==> src/hdl/fbs_pkg.sv <==
/*
  Constants, field layouts and carrier types for the burst read sequencer.
  Assumes a single 250 MHz clock domain shared with the host controller.
*/
`default_nettype none
package fbs_pkg;

  // ==========================================================
  // Widths
  localparam int unsigned ADDR_W = 22;
  localparam int unsigned DATA_W = 16;
  localparam int unsigned RADDR_W = 4;

  // ==========================================================
  // Register offsets (byte addresses)
  localparam logic [RADDR_W-1:0] OFS_CFG = 4'h0;
  localparam logic [RADDR_W-1:0] OFS_STATUS = 4'h4;
  localparam logic [RADDR_W-1:0] OFS_CMD = 4'h8;
  localparam logic [RADDR_W-1:0] OFS_PTR = 4'hC;

  // ==========================================================
  // Configuration register fields
  localparam int unsigned CFG_WS_LSB = 0;
  localparam int unsigned CFG_WS_MSB = 3;
  localparam int unsigned CFG_MODE_LSB = 4;
  localparam int unsigned CFG_MODE_MSB = 5;
  localparam int unsigned CFG_RDYPOL_BIT = 6;
  localparam int unsigned CFG_ASYNC_BIT = 15;

  // Status register fields
  localparam int unsigned ST_STATE_LSB = 0;
  localparam int unsigned ST_STATE_MSB = 1;
  localparam int unsigned ST_ERR_BIT = 2;
  localparam int unsigned ST_BUSY_BIT = 3;

  // Command code that clears the error flag; arbitrary value
  localparam logic [7:0] CMD_SW_RESET = 8'hA5;

  // ==========================================================
  // Wait state figures in mclk cycles, wrap lengths in words
  localparam logic [3:0] WS_MIN = 4'h3;
  localparam logic [3:0] WS_MAX = 4'h9;
  localparam logic [3:0] WS_RESET = 4'h7;
  localparam logic [3:0] WS_GROUP = 4'h8;
  localparam logic [3:0] BOUNDARY_WS = 4'h1;
  localparam logic [4:0] WRAP8_LEN = 5'h08;
  localparam logic [4:0] WRAP16_LEN = 5'h10;

  // ==========================================================
  // Types
  typedef enum logic [1:0]
  {
    MODE_CONT   = 2'h0,
    MODE_WRAP8  = 2'h1,
    MODE_WRAP16 = 2'h2
  } fbs_mode_t;

  typedef enum logic [1:0]
  {
    ST_IDLE  = 2'h0,
    ST_LAT   = 2'h1,
    ST_RUN   = 2'h3,
    ST_STALL = 2'h2
  } fbs_state_t;

  typedef struct packed
  {
    logic       async_mode;
    logic       rdy_pol;
    logic [1:0] mode;
    logic [3:0] ws;
  } fbs_cfg_t;

  localparam fbs_cfg_t CFG_RESET = '{1'b1, 1'b1, 2'h0, WS_RESET};

  typedef struct packed
  {
    logic chip_select_n;
    logic output_enable_n;
    logic address_valid_n;
    logic hardware_reset_n;
  } fbs_ctl_t;

endpackage
`default_nettype wire

==> src/hdl/fbs_burst_seq.sv <==
/*
  Burst read sequencer of a multiplexed NOR flash: latency, wrap and
  continuous address sequencing, inserted waits and a small register port.
  Assumes host pins arrive already on mclk and the array answers mem_rdata
  combinationally for mem_addr.
  The controller drives its pins on mclk, so no synchronisers are used.
*/
// Design decisions made here: the plain strobed port and the address map.
`timescale 1ns/10ps
`default_nettype none

// How it works
// - With 7 waits, offsets above 1 add one wait each after group end.
// - With 6 waits, offsets above 2 add one wait each after group end.
// - With 5 waits, offsets above 3 add one wait each after group end.
// - With 4 waits, offsets above 4 add one wait each after group end.
// - With 3 waits, offsets 6 and 7 add one and two waits.
// - Continuous bursts roll the pointer over from top address to zero.
// - Continuous bursts end only on chip select high, hardware reset, new address.
// - The software reset command leaves a running burst untouched.
// - Wrap modes read a fixed 8 or 16 word aligned group.
// - Wrap bursts count up to group top, then resume at group base.
// - A 16 word wrap burst ends after all sixteen words.
// - Wrap bursts insert no waits beyond the initial latency.
// - Programmed wait count sets cycles from address valid to data.
// - After reset the wait count is seven.
// - Only wait counts three through nine are accepted.
// - Configuration holds waits, mode, ready polarity, sync flag.
// - Bursts start only while configuration bit 15 is clear.
// - wait_indicator marks initial latency and every inserted wait.
// - Crossing a 128 word boundary adds a wait in continuous mode.
// - After latency one word per cycle while output enable is low.
module fbs_burst_seq
  import fbs_pkg::*;
(
  input  wire logic              mclk,
  input  wire logic              reset_n,
  input  wire fbs_ctl_t          ctl,
  input  wire logic [ADDR_W-1:0] address_in,
  output logic      [DATA_W-1:0] adq_out,
  output logic                   adq_oe,
  output logic                   wait_indicator,
  output logic      [ADDR_W-1:0] mem_addr,
  input  wire logic [DATA_W-1:0] mem_rdata,
  input  wire logic [RADDR_W-1:0] reg_addr,
  input  wire logic [31:0]       reg_wdata,
  input  wire logic              reg_wr,
  input  wire logic              reg_rd,
  output logic      [31:0]       reg_rdata
);

  // ==========================================================
  // Extra waits after the first group, from start offset and latency.
  // The threshold is the last offset whose group still runs unbroken:
  // a longer latency leaves the array less time to fetch the next row.
  function automatic logic [3:0] fbs_extra_ws
  (
    input logic [2:0] ofs,
    input logic [3:0] ws
  );
    logic [3:0] thr;
    thr = (ws >= WS_GROUP) ? 4'h0 : 4'(WS_GROUP - ws);
    return ({1'b0, ofs} > thr) ? 4'({1'b0, ofs} - thr) : 4'h0;
  endfunction

  function automatic logic [4:0] fbs_wrap_len
  (
    input logic [1:0] mode
  );
    return (mode == MODE_WRAP16) ? WRAP16_LEN : WRAP8_LEN;
  endfunction

  // ==========================================================
  // State
  fbs_state_t          state_r, state_nxt;
  fbs_cfg_t            cfg_r, cfg_nxt;
  logic [ADDR_W-1:0]   ptr_r, ptr_nxt;
  logic [1:0]          bmode_r, bmode_nxt;
  logic [3:0]          cnt_r, cnt_nxt;
  logic [3:0]          extra_r, extra_nxt;
  logic [4:0]          words_r, words_nxt;
  logic                first_done_r, first_done_nxt;
  logic                stalled_r, stalled_nxt;
  logic                valid_r, valid_nxt;
  logic                oe_r, oe_nxt;
  logic [DATA_W-1:0]   data_r, data_nxt;
  logic                err_r, err_nxt;
  logic [31:0]         rdata_r, rdata_nxt;

  logic                at_grp;
  logic                wrap;
  logic [3:0]          stall_cnt;
  logic [ADDR_W-1:0]   ptr_inc;
  logic                last_word;

  // ==========================================================
  // Burst sequencing
  // The capture edge loads ws-1, so the first word leaves its register
  // ws edges after the address; oe seen at one edge governs the next word.
  always_comb
  begin
    wrap = (bmode_r == MODE_WRAP8) || (bmode_r == MODE_WRAP16);
    // A group start reached by counting, never the start address itself
    at_grp = (ptr_r[2:0] == 3'h0) && (words_r != 5'h00);
    stall_cnt = (!first_done_r) ? extra_r : 4'h0;
    if (ptr_r[6:0] == 7'h00)
    begin
      stall_cnt = 4'(stall_cnt + BOUNDARY_WS);
    end
    if (wrap || !at_grp || stalled_r)
    begin
      stall_cnt = 4'h0;
    end
    // Only the low bits count in wrap modes, so the group base is kept
    // wrap inside the aligned group
    if (bmode_r == MODE_WRAP8)
    begin
      ptr_inc = {ptr_r[ADDR_W-1:3], 3'(ptr_r[2:0] + 3'h1)};
    end
    else if (bmode_r == MODE_WRAP16)
    begin
      ptr_inc = {ptr_r[ADDR_W-1:4], 4'(ptr_r[3:0] + 4'h1)};
    end
    else
    begin
      ptr_inc = ADDR_W'(ptr_r + 22'h000001);
    end
    // fixed length ends the wrap burst
    last_word = wrap && (words_r == 5'(fbs_wrap_len(bmode_r) - 5'h01));

    state_nxt = state_r;
    ptr_nxt = ptr_r;
    bmode_nxt = bmode_r;
    cnt_nxt = cnt_r;
    extra_nxt = extra_r;
    words_nxt = words_r;
    first_done_nxt = first_done_r;
    stalled_nxt = stalled_r;
    valid_nxt = 1'b0;
    data_nxt = data_r;

    if (!ctl.hardware_reset_n || ctl.chip_select_n)
    begin
      state_nxt = ST_IDLE;
    end
    // A new address restarts any burst, even one still in its latency
    // address accepted only in synchronous mode
    else if (!ctl.address_valid_n && !cfg_r.async_mode)
    begin
      state_nxt = ST_LAT;
      ptr_nxt = address_in;
      bmode_nxt = cfg_r.mode;
      // latency counter from the programmed count
      cnt_nxt = 4'(cfg_r.ws - 4'h1);
      extra_nxt = fbs_extra_ws(address_in[2:0], cfg_r.ws);
      words_nxt = 5'h00;
      first_done_nxt = 1'b0;
      stalled_nxt = 1'b0;
    end
    else
    begin
      unique case (state_r)
        ST_IDLE:
        begin
          state_nxt = ST_IDLE;
        end
        ST_LAT, ST_RUN, ST_STALL:
        begin
          if ((state_r == ST_LAT) && (cnt_r != 4'h0))
          begin
            cnt_nxt = 4'(cnt_r - 4'h1);
          end
          else if ((state_r == ST_STALL) && (cnt_r != 4'h0))
          begin
            cnt_nxt = 4'(cnt_r - 4'h1);
          end
          // advance only while output enable is low
          else if (!ctl.output_enable_n)
          begin
            // Stall cycles then count down whatever oe does, so a host
            // that pauses mid stall still sees the full insertion
            if ((state_r == ST_RUN) && (stall_cnt != 4'h0))
            begin
              // inserted waits show as not valid
              state_nxt = ST_STALL;
              cnt_nxt = 4'(stall_cnt - 4'h1);
              stalled_nxt = 1'b1;
              first_done_nxt = 1'b1;
            end
            else
            begin
              valid_nxt = 1'b1;
              data_nxt = mem_rdata;
              ptr_nxt = ptr_inc;
              stalled_nxt = 1'b0;
              if (at_grp)
              begin
                first_done_nxt = 1'b1;
              end
              // Saturate so a long continuous burst never looks fresh
              if (words_r != 5'h1F)
              begin
                words_nxt = 5'(words_r + 5'h01);
              end
              state_nxt = last_word ? ST_IDLE : ST_RUN;
            end
          end
          else if (state_r == ST_STALL)
          begin
            state_nxt = ST_RUN;
          end
        end
        default:
        begin
          state_nxt = ST_IDLE;
        end
      endcase
    end
    // Pins are driven through latency too, so the bus never floats mid burst
    oe_nxt = !ctl.output_enable_n && !ctl.chip_select_n &&
             (valid_nxt || (state_nxt != ST_IDLE));
  end

  // ==========================================================
  // Register port
  always_comb
  begin
    cfg_nxt = cfg_r;
    err_nxt = err_r;
    rdata_nxt = 32'h0000_0000;
    // One write per cycle, so setting and clearing err can never meet
    if (reg_wr && (reg_addr == OFS_CFG))
    begin
      // one register holds every burst setting
      cfg_nxt.async_mode = reg_wdata[CFG_ASYNC_BIT];
      cfg_nxt.rdy_pol = reg_wdata[CFG_RDYPOL_BIT];
      cfg_nxt.mode = reg_wdata[CFG_MODE_MSB:CFG_MODE_LSB];
      // out of range counts are refused and flagged
      if ((reg_wdata[CFG_WS_MSB:CFG_WS_LSB] >= WS_MIN) &&
          (reg_wdata[CFG_WS_MSB:CFG_WS_LSB] <= WS_MAX))
      begin
        cfg_nxt.ws = reg_wdata[CFG_WS_MSB:CFG_WS_LSB];
      end
      else
      begin
        err_nxt = 1'b1;
      end
    end
    // the reset command only clears the flag, never the burst
    else if (reg_wr && (reg_addr == OFS_CMD) &&
             (reg_wdata[7:0] == CMD_SW_RESET))
    begin
      err_nxt = 1'b0;
    end
    // Read data is registered, so it stands only in the cycle after reg_rd
    if (reg_rd)
    begin
      unique case (reg_addr)
        OFS_CFG:
        begin
          rdata_nxt[CFG_WS_MSB:CFG_WS_LSB] = cfg_r.ws;
          rdata_nxt[CFG_MODE_MSB:CFG_MODE_LSB] = cfg_r.mode;
          rdata_nxt[CFG_RDYPOL_BIT] = cfg_r.rdy_pol;
          rdata_nxt[CFG_ASYNC_BIT] = cfg_r.async_mode;
        end
        OFS_STATUS:
        begin
          rdata_nxt[ST_STATE_MSB:ST_STATE_LSB] = state_r;
          rdata_nxt[ST_ERR_BIT] = err_r;
          rdata_nxt[ST_BUSY_BIT] = (state_r != ST_IDLE);
        end
        OFS_PTR:
        begin
          rdata_nxt[ADDR_W-1:0] = ptr_r;
        end
        default:
        begin
          rdata_nxt = 32'h0000_0000;
        end
      endcase
    end
  end

  // ==========================================================
  // Registers
  // Synchronous reset keeps the pins quiet until the edge after release
  always_ff @(posedge mclk)
  begin
    if (!reset_n)
    begin
      state_r <= ST_IDLE;
      cfg_r <= CFG_RESET;
      ptr_r <= '0;
      bmode_r <= MODE_CONT;
      cnt_r <= 4'h0;
      extra_r <= 4'h0;
      words_r <= 5'h00;
      first_done_r <= 1'b0;
      stalled_r <= 1'b0;
      valid_r <= 1'b0;
      oe_r <= 1'b0;
      data_r <= '0;
      err_r <= 1'b0;
      rdata_r <= 32'h0000_0000;
    end
    else
    begin
      state_r <= state_nxt;
      cfg_r <= cfg_nxt;
      ptr_r <= ptr_nxt;
      bmode_r <= bmode_nxt;
      cnt_r <= cnt_nxt;
      extra_r <= extra_nxt;
      words_r <= words_nxt;
      first_done_r <= first_done_nxt;
      stalled_r <= stalled_nxt;
      valid_r <= valid_nxt;
      oe_r <= oe_nxt;
      data_r <= data_nxt;
      err_r <= err_nxt;
      rdata_r <= rdata_nxt;
    end
  end

  // ==========================================================
  // Outputs
  assign adq_out = data_r;
  assign adq_oe = oe_r;
  // Changing rdy_pol inside a burst flips the indicator at once;
  // hosts are expected to set it before the first address.
  // polarity chosen in configuration; wait when not valid
  assign wait_indicator = valid_r ~^ cfg_r.rdy_pol;
  assign mem_addr = ptr_r;
  assign reg_rdata = rdata_r;

endmodule
`default_nettype wire

==> config.mk <==
export PLATFORM = sky130hd
export DESIGN_NAME = fbs_burst_seq
export DESIGN_NICKNAME = d
export VERILOG_FILES = /design/src/hdl/fbs_pkg.sv /design/src/hdl/fbs_burst_seq.sv
export SDC_FILE = /design/constraint.sdc
export NUM_CORES = 1
export LEC_CHECK = 0
export BUFFER_PORTS_ARGS = -buffer_cell sky130_fd_sc_hd__buf_4
export CELL_PAD_IN_SITES_DETAIL_PLACEMENT = 0
export CELL_PAD_IN_SITES_GLOBAL_PLACEMENT = 2
export CORE_ASPECT_RATIO = 0.9
export CORE_UTILIZATION = 32
export DETAILED_ROUTE_END_ITERATION = 7
export GPL_ROUTABILITY_DRIVEN = 0
export PLACE_DENSITY = 0.93
export SLEW_MARGIN = 20
export SYNTH_ARGS = -nofsm -noshare
export SYNTH_HDL_FRONTEND = slang
export SYNTH_SLANG_ARGS = --single-unit
==> constraint.sdc <==
create_clock -name mclk -period 8.3 [get_ports mclk]
set_input_delay 0.415 -clock mclk [delete_from_list [all_inputs] [get_ports mclk]]
set_output_delay 0.415 -clock mclk [all_outputs]
set_load 0.005 [all_outputs]
======== Word level (Yosys, flattened, before mapping) ========
Index checks and enable logic that the tools add are counted.
storage, ports and cells
  register bits ........................... 100
  input port bits ......................... 82
operators by class
  bitwise logic cells ..................... 7
  $add $sub $neg .......................... 11
  muxes and demuxes ....................... 62
  $lt $le $gt $ge ......................... 4
  reductions and logical operators ........ 51
  eq/ne operators ......................... 19
operators by type and width
  cell                     count
  $mux W22                 8
  $mux W4                  11
  $mux W5                  8
  $mux W1                  23
  $add A22 B1 Y22 const B  1
  $reduce_and A7 Y1        3
  $mux W2                  8
  $logic_and A1 B1 Y1      12
  $pmux W4 S3              1
  $reduce_and A6 Y1        2
  $reduce_bool A4 Y1       3
  $sub A4 B1 Y4 const B    3
  $reduce_bool A2 Y1       5
  $add A4 B1 Y4 const B    2
  $eq A4 B4 Y1 const B     2
  $eq A8 B8 Y1 const B     1
  $ne A2 B2 Y1 const B     4
  $reduce_and A2 Y1        4
  $reduce_and A8 Y1        1
  $logic_not A7 Y1         1
  $eq A2 B2 Y1 const B     3
  $logic_not A1 Y1         6
  $ne A2 B1 Y1 const B     3
  $not A1 Y1               6
  other kinds (28)         33

======== Logic depth before layout (Yosys ltp) ========
Gate-level depths: netlist (run 1).
  depth after elaboration ................. 18
  depth in mapped cells ................... 13
  depth with buffers taken out ............ 12

======== Worst setup path after synthesis (run 1) ========
No wires, ideal clock.
  kind .................................... register -> register
  from .................................... reg ptr_r[0], in the netlist mem_addr[0]
  to ...................................... reg data_r[10], in the netlist adq_out[10]
  cell stages (with the launch flop) ...... 14
  library setup time ...................... 0.072 ns
  slack ................................... 5.317 ns
  arrival time ............................ 2.911 ns
  required time ........................... 8.228 ns
  path buffers ............................ 1
  period minus slack after synthesis ...... 2.983 ns
  cell sequence ........................... dfxtp_1 > inv_1 > ha_1 > nor2b_1 > nand2_1 > mux2_2 > nand2_1 > ha_1 > inv_1 > a31oi_1 > o31ai_4 > nor3_4 > buf_8 > mux2i_1
between the ends
  word-level cells in the longest chain between the ends .. 10
  elaborated cells on any way between the ends .. 12
  those cells by class .................... 2 x mux; 1 x bitwise; 9 x reduce/logical
RTL lines
  element                               RTL line              source
  start: declaration                    fbs_burst_seq.sv:77   logic [ADDR_W-1:0] ptr_r, ptr_nxt;
  start signal: assignment              fbs_burst_seq.sv:310  ptr_r <= ptr_nxt;
  $logic_not A3 Y1                      fbs_burst_seq.sv:104  at_grp = (ptr_r[2:0] == 3'h0) && (words_r != 5'h00);
  $logic_and A1 B1 Y1                   fbs_burst_seq.sv:104
  $logic_not A1 Y1                      fbs_burst_seq.sv:110  if (wrap || !at_grp || stalled_r)
  $logic_or A1 B1 Y1 (2 in series)      fbs_burst_seq.sv:110
  $mux W4 *                             fbs_burst_seq.sv:110
  $reduce_bool A4 Y1 *                  fbs_burst_seq.sv:182  if ((state_r == ST_RUN) && (stall_cnt != 4'h0))
  $logic_and A1 B1 Y1 *                 fbs_burst_seq.sv:182
  $not A1 Y1 (no source line) *         -
  $reduce_and A7 Y1 (no source line) *  -
  end signal: assignment                fbs_burst_seq.sv:319  data_r <= data_nxt;
  end: declaration                      fbs_burst_seq.sv:86   logic [DATA_W-1:0] data_r, data_nxt;
Every way passes the cells marked *; elsewhere a longest branch is shown, timed or not.
A chain may end at the register's enable or synchronous reset.

======== Final worst setup path (run 1) ========
Ends and elaborated chain as after synthesis.

==> results of run 1 <==
==> cell usage after synthesis, drive strengths merged (10+ instances only) <==
cell type   n
nor3       15
dfxtp      90
nand2      90
nor2       41
o21ai      32
and2       18
clkbuf     22
ha         14
a31oi      10
nand3      21
inv        17
a21oi      38
buf        19
mux2i      26
nor4       11
==> routing by layer <==
metal	global-route usage [%]	up-vias	wire (microns)
met1	23.9	2247	6730
li1	-	2357	-
met5	0	-	0
met3	5.16	22	877
met4	6.82	0	345
met2	29.0	151	6490
==> power breakdown <==
| part | total, uW | switching [uW] | internal [uW] |
|---|---|---|---|
| Sequential | 435 | 1.67 | 433 |
| Combinational | 62.6 | 33.1 | 29.5 |
| Clock | 412 | 171 | 240 |
| Total | 909 | 206 | 703 |
==> path summary, 6_finish.rpt <==
| check | endpoint | slack (ps) |
|---|---|---|
| hold reg to reg | adq_out[3] | 460 |
| hold / removal | cfg_r[7] | 270 |
| setup reg to reg | adq_out[10] | 4610 |
| setup / recovery | adq_out[10] | 4610 |
==> through the flow <==
stage	area (sq um)	setup WS [ps]	total power [uW]	utilization, %
detailed placement	5980	4610	507	39.9
global route	6270	4210	944	41.9
global placement	5980	4710	506	39.9
floorplan	5020	5320	477	-
CTS	6270	4590	919	41.9
finish	6270	4610	909	41.9
==> cell type report <==
| cell class | instances | area (sq um) | share of cell area [%] |
|---|---|---|---|
| Clock buffer | 11 | 243 | 3.87 |
| Clock inverter | 4 | 52.6 | 0.838 |
| Inverter | 17 | 63.8 | 1.02 |
| Multi-Input combinational cell | 463 | 2940 | 46.9 |
| Sequential cell | 90 | 1800 | 28.7 |
| Tap cell | 198 | 248 | 3.95 |
| Timing Repair Buffer | 123 | 923 | 14.7 |
==> kinds of logic after synthesis <==
group	count (synthesis)	synth area share, %
AND/OR/NAND/NOR	242	24.6
multiplexers	27	5.45
adder cells (fa/ha/maj)	16	4.12
other	1	0.0752
XOR/XNOR	15	2.63
AO/OA/AOI/OAI	153	21.4
buffers and inverters	58	5.65
flip-flops	90	36.1
==> tightest hold or removal path: cells and delay by family <==
family                 cells  cell delay, ps
buffers and inverters      1              80
AND/OR/NAND/NOR            2             100
==> sequential cells by signal, summed over array words and instances (netlist names) <==
register	flops
mem_addr	22
reg_rdata	22
adq_out	16
cfg_r	8
words_r	5
cnt_r	4
extra_r	4
bmode_r	2
state_r	2
adq_oe	1
err_r	1
first_done_r	1
stalled_r	1
valid_r	1
==> results_dict.tcl, run 1 <==
set metrics [dict create \
    status "finished clean" \
    io_pins 154 \
    hold_buffers 0 \
    hp-start "reg_wdata[15]" \
    cp.arrival_ps 3970 \
    die-area_sq_um 16100 \
    cp_cell_sequence "inv_1 > ha_1 > nor2b_1 > nand2_1 > mux2_2 > nand2_1 > ha_1 > inv_1 > a31oi_1 > o31ai_4 > nor3_4 > mux2i_1" \
    die_y_microns 120 \
    hold_ws_ps 268 \
    synth_top_area_share_pct 36.1 \
    syn2layout_area_growth_pct 25.8 \
    place.port_buffers 120 \
    crit_type "register to register" \
    syn_inst 602 \
    final_common_cell "buf_4" \
    fmax_mhz 271 \
    drc 0 \
    leakagePower_uw 0.00249 \
    yosysWarnings 0 \
    path_buf_inv 2 \
    critPathTopFamily "simple AND/OR/NAND/NOR gates" \
    clock_skew_ps 6.12 \
    final-max-slew-violation-count 0 \
    maxCapViolCount 0 \
    cp.depth 12 \
    synthArstFlopShare_pct 0 \
    antenna_found_initial 0 \
    period_needed_ps 3690 \
    cp-end-kind "register" \
    clkTransAtPathRegs_ps 60 \
    gr-total-overflow 0 \
    cts_buffers 9 \
    cp_max_fo 16 \
    vias 4777 \
    cts.root.buffer_cell "clkbuf_16" \
    antenna_cells 0 \
    synth_ff_type "dfxtp_1" \
    ys_seq_area_share_pct 36.1 \
    tns_ps 0 \
    cts_resized 0 \
    max_stage_delay_ps 830 \
    period_share_pct 44.4 \
    critPathLaunchType "register" \
    finalSetupViolCount 0 \
    startpoint "mem_addr[0]" \
    max_slew.worst_pin.slew_ps 999 \
    drtIter0Drc 279 \
    synth_edf_count 0 \
    first_global_vias 4512 \
    max_slew_margin_pct 33.2 \
    clock_latency_ps 350 \
    min_path_cells 3 \
    yosysTopAreaCell "dfxtp_1" \
    row_count 42 \
    wl_per_cell_microns 15.9 \
    fillerInstances 1503 \
    fin_nets 801 \
    cts_tree "yes" \
    irDropWorstVdd_mv 0.0993 \
    grt_first_pass_wirelength_mm 23.2 \
    required_ps 8580 \
    power.density_nw_per_um2 145 \
    r2r-start "mem_addr[0]" \
    hp-class "input pin to register" \
    cts_setup_buffers 0 \
    ctsHtreeMaxLevel 3 \
    rsz0062_at_grt "false" \
    dr.pass1.iters 4 \
    clockBufferDepth 2 \
    netlist_area_sq_um 4990 \
    placed_cells 891 \
    rr_worst_depth 12 \
    initial_core_util_pct 33.3 \
    hold_viol 0 \
    ys_ff_latch 90 \
    grt_use_total_pct 18.4 \
    ys_types 76 \
    final_antenna_net_count 0 \
    cts.sinks 90 \
    dp_hpwl_mm 10.7 \
    layout-drive-gt1-share_pct 22.2 \
    syn-mean-instance-area_sq_um 8.28 \
    grt_max_degree 58 \
    layout.cells.non_filler 906 \
    core_sq_um 15000 \
    final_cell_mix "buf_4, nand2_1, dfxtp_1" \
    totalWireLength_mm 14.4 \
    synth.area.top_cells "dfxtp_1, nand2_1, mux2i_1" \
    die_w_microns 134 \
    slowest_stage "nor3_4" \
    vias_per_cell 5.27 \
]
(Power assumes the default switching activity.)
==> run 2: changes to the inputs <==
CORE_UTILIZATION = 29   (was 32)
PLACE_DENSITY = 0.86   (was 0.93)
clock period = 3.6 ns   (was 8.3 ns; I/O delays follow)
==> results_dict.tcl, run 2 (synthesis results as in run 1) <==
set metrics [dict create \
    maxCapViolCount 0 \
    finalSetupViolCount 0 \
    final_cell_mix "buf_4, nand2_1, dfxtp_1" \
    totalWireLength_mm 14.7 \
    cts_buffers 9 \
    grt_use_total_pct 17.0 \
    cp_cell_sequence "inv_1 > ha_1 > nor2b_1 > nand2_1 > mux2_2 > nand2_1 > ha_1 > inv_1 > a31oi_1 > o31ai_4 > or4_1 > a21oi_1" \
    syn2layout_area_growth_pct 28.3 \
    antenna_cells 0 \
    min_path_cells 3 \
    period_needed_ps 3240 \
    final-max-slew-violation-count 0 \
    cp-end-kind "register" \
    leakagePower_uw 0.00255 \
    layout-drive-gt1-share_pct 23.5 \
    drc 0 \
    crit_type "register to register" \
    cts.sinks 90 \
    max_slew_margin_pct 36.3 \
    die-area_sq_um 17700 \
    critPathLaunchType "register" \
    antenna_found_initial 0 \
    vias_per_cell 5.18 \
    clockBufferDepth 2 \
    clock_latency_ps 350 \
    slowest_stage "or4_1" \
    dp_hpwl_mm 11.0 \
    r2r_slack_ps 360 \
    gr-total-overflow 0 \
    cts.root.buffer_cell "clkbuf_16" \
    tns_ps 0 \
    initial_core_util_pct 29.6 \
    fmax_mhz 308 \
    status "finished clean" \
    cp.arrival_ps 3520 \
    power.density_nw_per_um2 340 \
    io_pins 154 \
    first_global_vias 4626 \
    cp_max_fo 8 \
    fin_nets 811 \
    irDropWorstVdd_mv 0.159 \
    critical_path.endpoint "words_r[2]" \
    drtIter0Drc 300 \
    startpoint "mem_addr[0]" \
    max_stage_delay_ps 530 \
    dr.pass1.iters 5 \
    hp-class "input pin to register" \
    layout.cells.non_filler 930 \
    final_antenna_net_count 0 \
    rsz0062_at_grt "false" \
    placed_cells 914 \
    period_share_pct 90.1 \
    rr_worst_depth 12 \
    place.port_buffers 120 \
    die_w_microns 140 \
    required_ps 3870 \
    design_area_sq_um 6390 \
    r2r-start "mem_addr[0]" \
    grt_first_pass_wirelength_mm 23.8 \
    grt_max_degree 56 \
    vias 4814 \
    final_common_cell "buf_4" \
    clkTransAtPathRegs_ps 70 \
    r2r-end "words_r[2]" \
    place_area_sq_um 6070 \
    hold_viol 0 \
    core_sq_um 16800 \
    cts_tree "yes" \
    ctsHtreeMaxLevel 3 \
    hold_buffers 0 \
    row_count 45 \
    clock_skew_ps 6.93 \
    max_slew.worst_pin.slew_ps 948 \
    die_y_microns 126 \
    wl_per_cell_microns 15.8 \
]
## run 2: cell count changes in the layout (fill, tap and decap cells not counted), sizes merged
cell / previous run / this run
buf: 123 / 133
bufinv: 1 / 2
clkbuf: 11 / 10
clkinv: 3 / 2
clkinvlp: 0 / 1
inv: 17 / 18
## run 2: how the worst min path moves through the flow
stage / startpoint / endpoint / slack, ps
after floorplan: reg_wdata[15] / cfg_r[7] / 300
after CTS: reg_wdata[15] / cfg_r[7] / 50
after global routing: reg_wdata[15] / cfg_r[7] / 60
after global placement: reg_wdata[15] / cfg_r[7] / 410
final: reg_wdata[15] / cfg_r[7] / 60
after detailed placement: reg_wdata[15] / cfg_r[7] / 420
## run 2: worst max-delay path, delay by kind of cell, from the launching register on
kind / cells / cell delay (ps)
DFF: 1 / 450
adders and majority gates: 2 / 550
and+or+nand+nor: 4 / 920
AOI/OAI and AO/OA: 3 / 640
buffers and inverters: 2 / 270
muxes: 1 / 350
## run 2: stage by stage
stage               power [uW]  utilization (%)  setup slack (ps)  hold WS [ps]
floorplan                 1100                -               617           304
finish                    2170             38.0               357          59.3
global route              2260             38.0              52.0          60.4
global placement          1170             36.0               421           408
CTS                       2210             37.9               284          46.8
detailed placement        1170             36.0               325           416
## run 2: cell type report
class | instances | area [sq um]
Fill cell | 1673 | 10400
Sequential cell | 90 | 1800
Multi-Input combinational cell | 463 | 2940
Clock buffer | 10 | 229
Tap cell | 211 | 264
Inverter | 17 | 63.8
Timing Repair Buffer | 133 | 1000
Clock inverter | 6 | 90.1
## run 2: routing by layer
layer  vias up  share of wire [%]  global-route usage, %
met3        17                5.1                   2.76
met1      2267                 45                   21.4
met5         -                  0                      0
met4         0                2.1                   7.56
li1       2386                  -                      -
met2       144                 48                   28.5
## run 2: report_power, final
group	switching, uW	internal [uW]	total (uW)
Clock	411	611	1020
Sequential	3.46	998	1000
Combinational	78.3	69.8	148
Total	492	1680	2170
## run 2: timing repair
| action | in CTS | in global routing |
|---|---|---|
| setup endpoints to repair | 0 | 3 |
| buffers inserted | 0 | 0 |
| resized for setup | 0 | 2 |
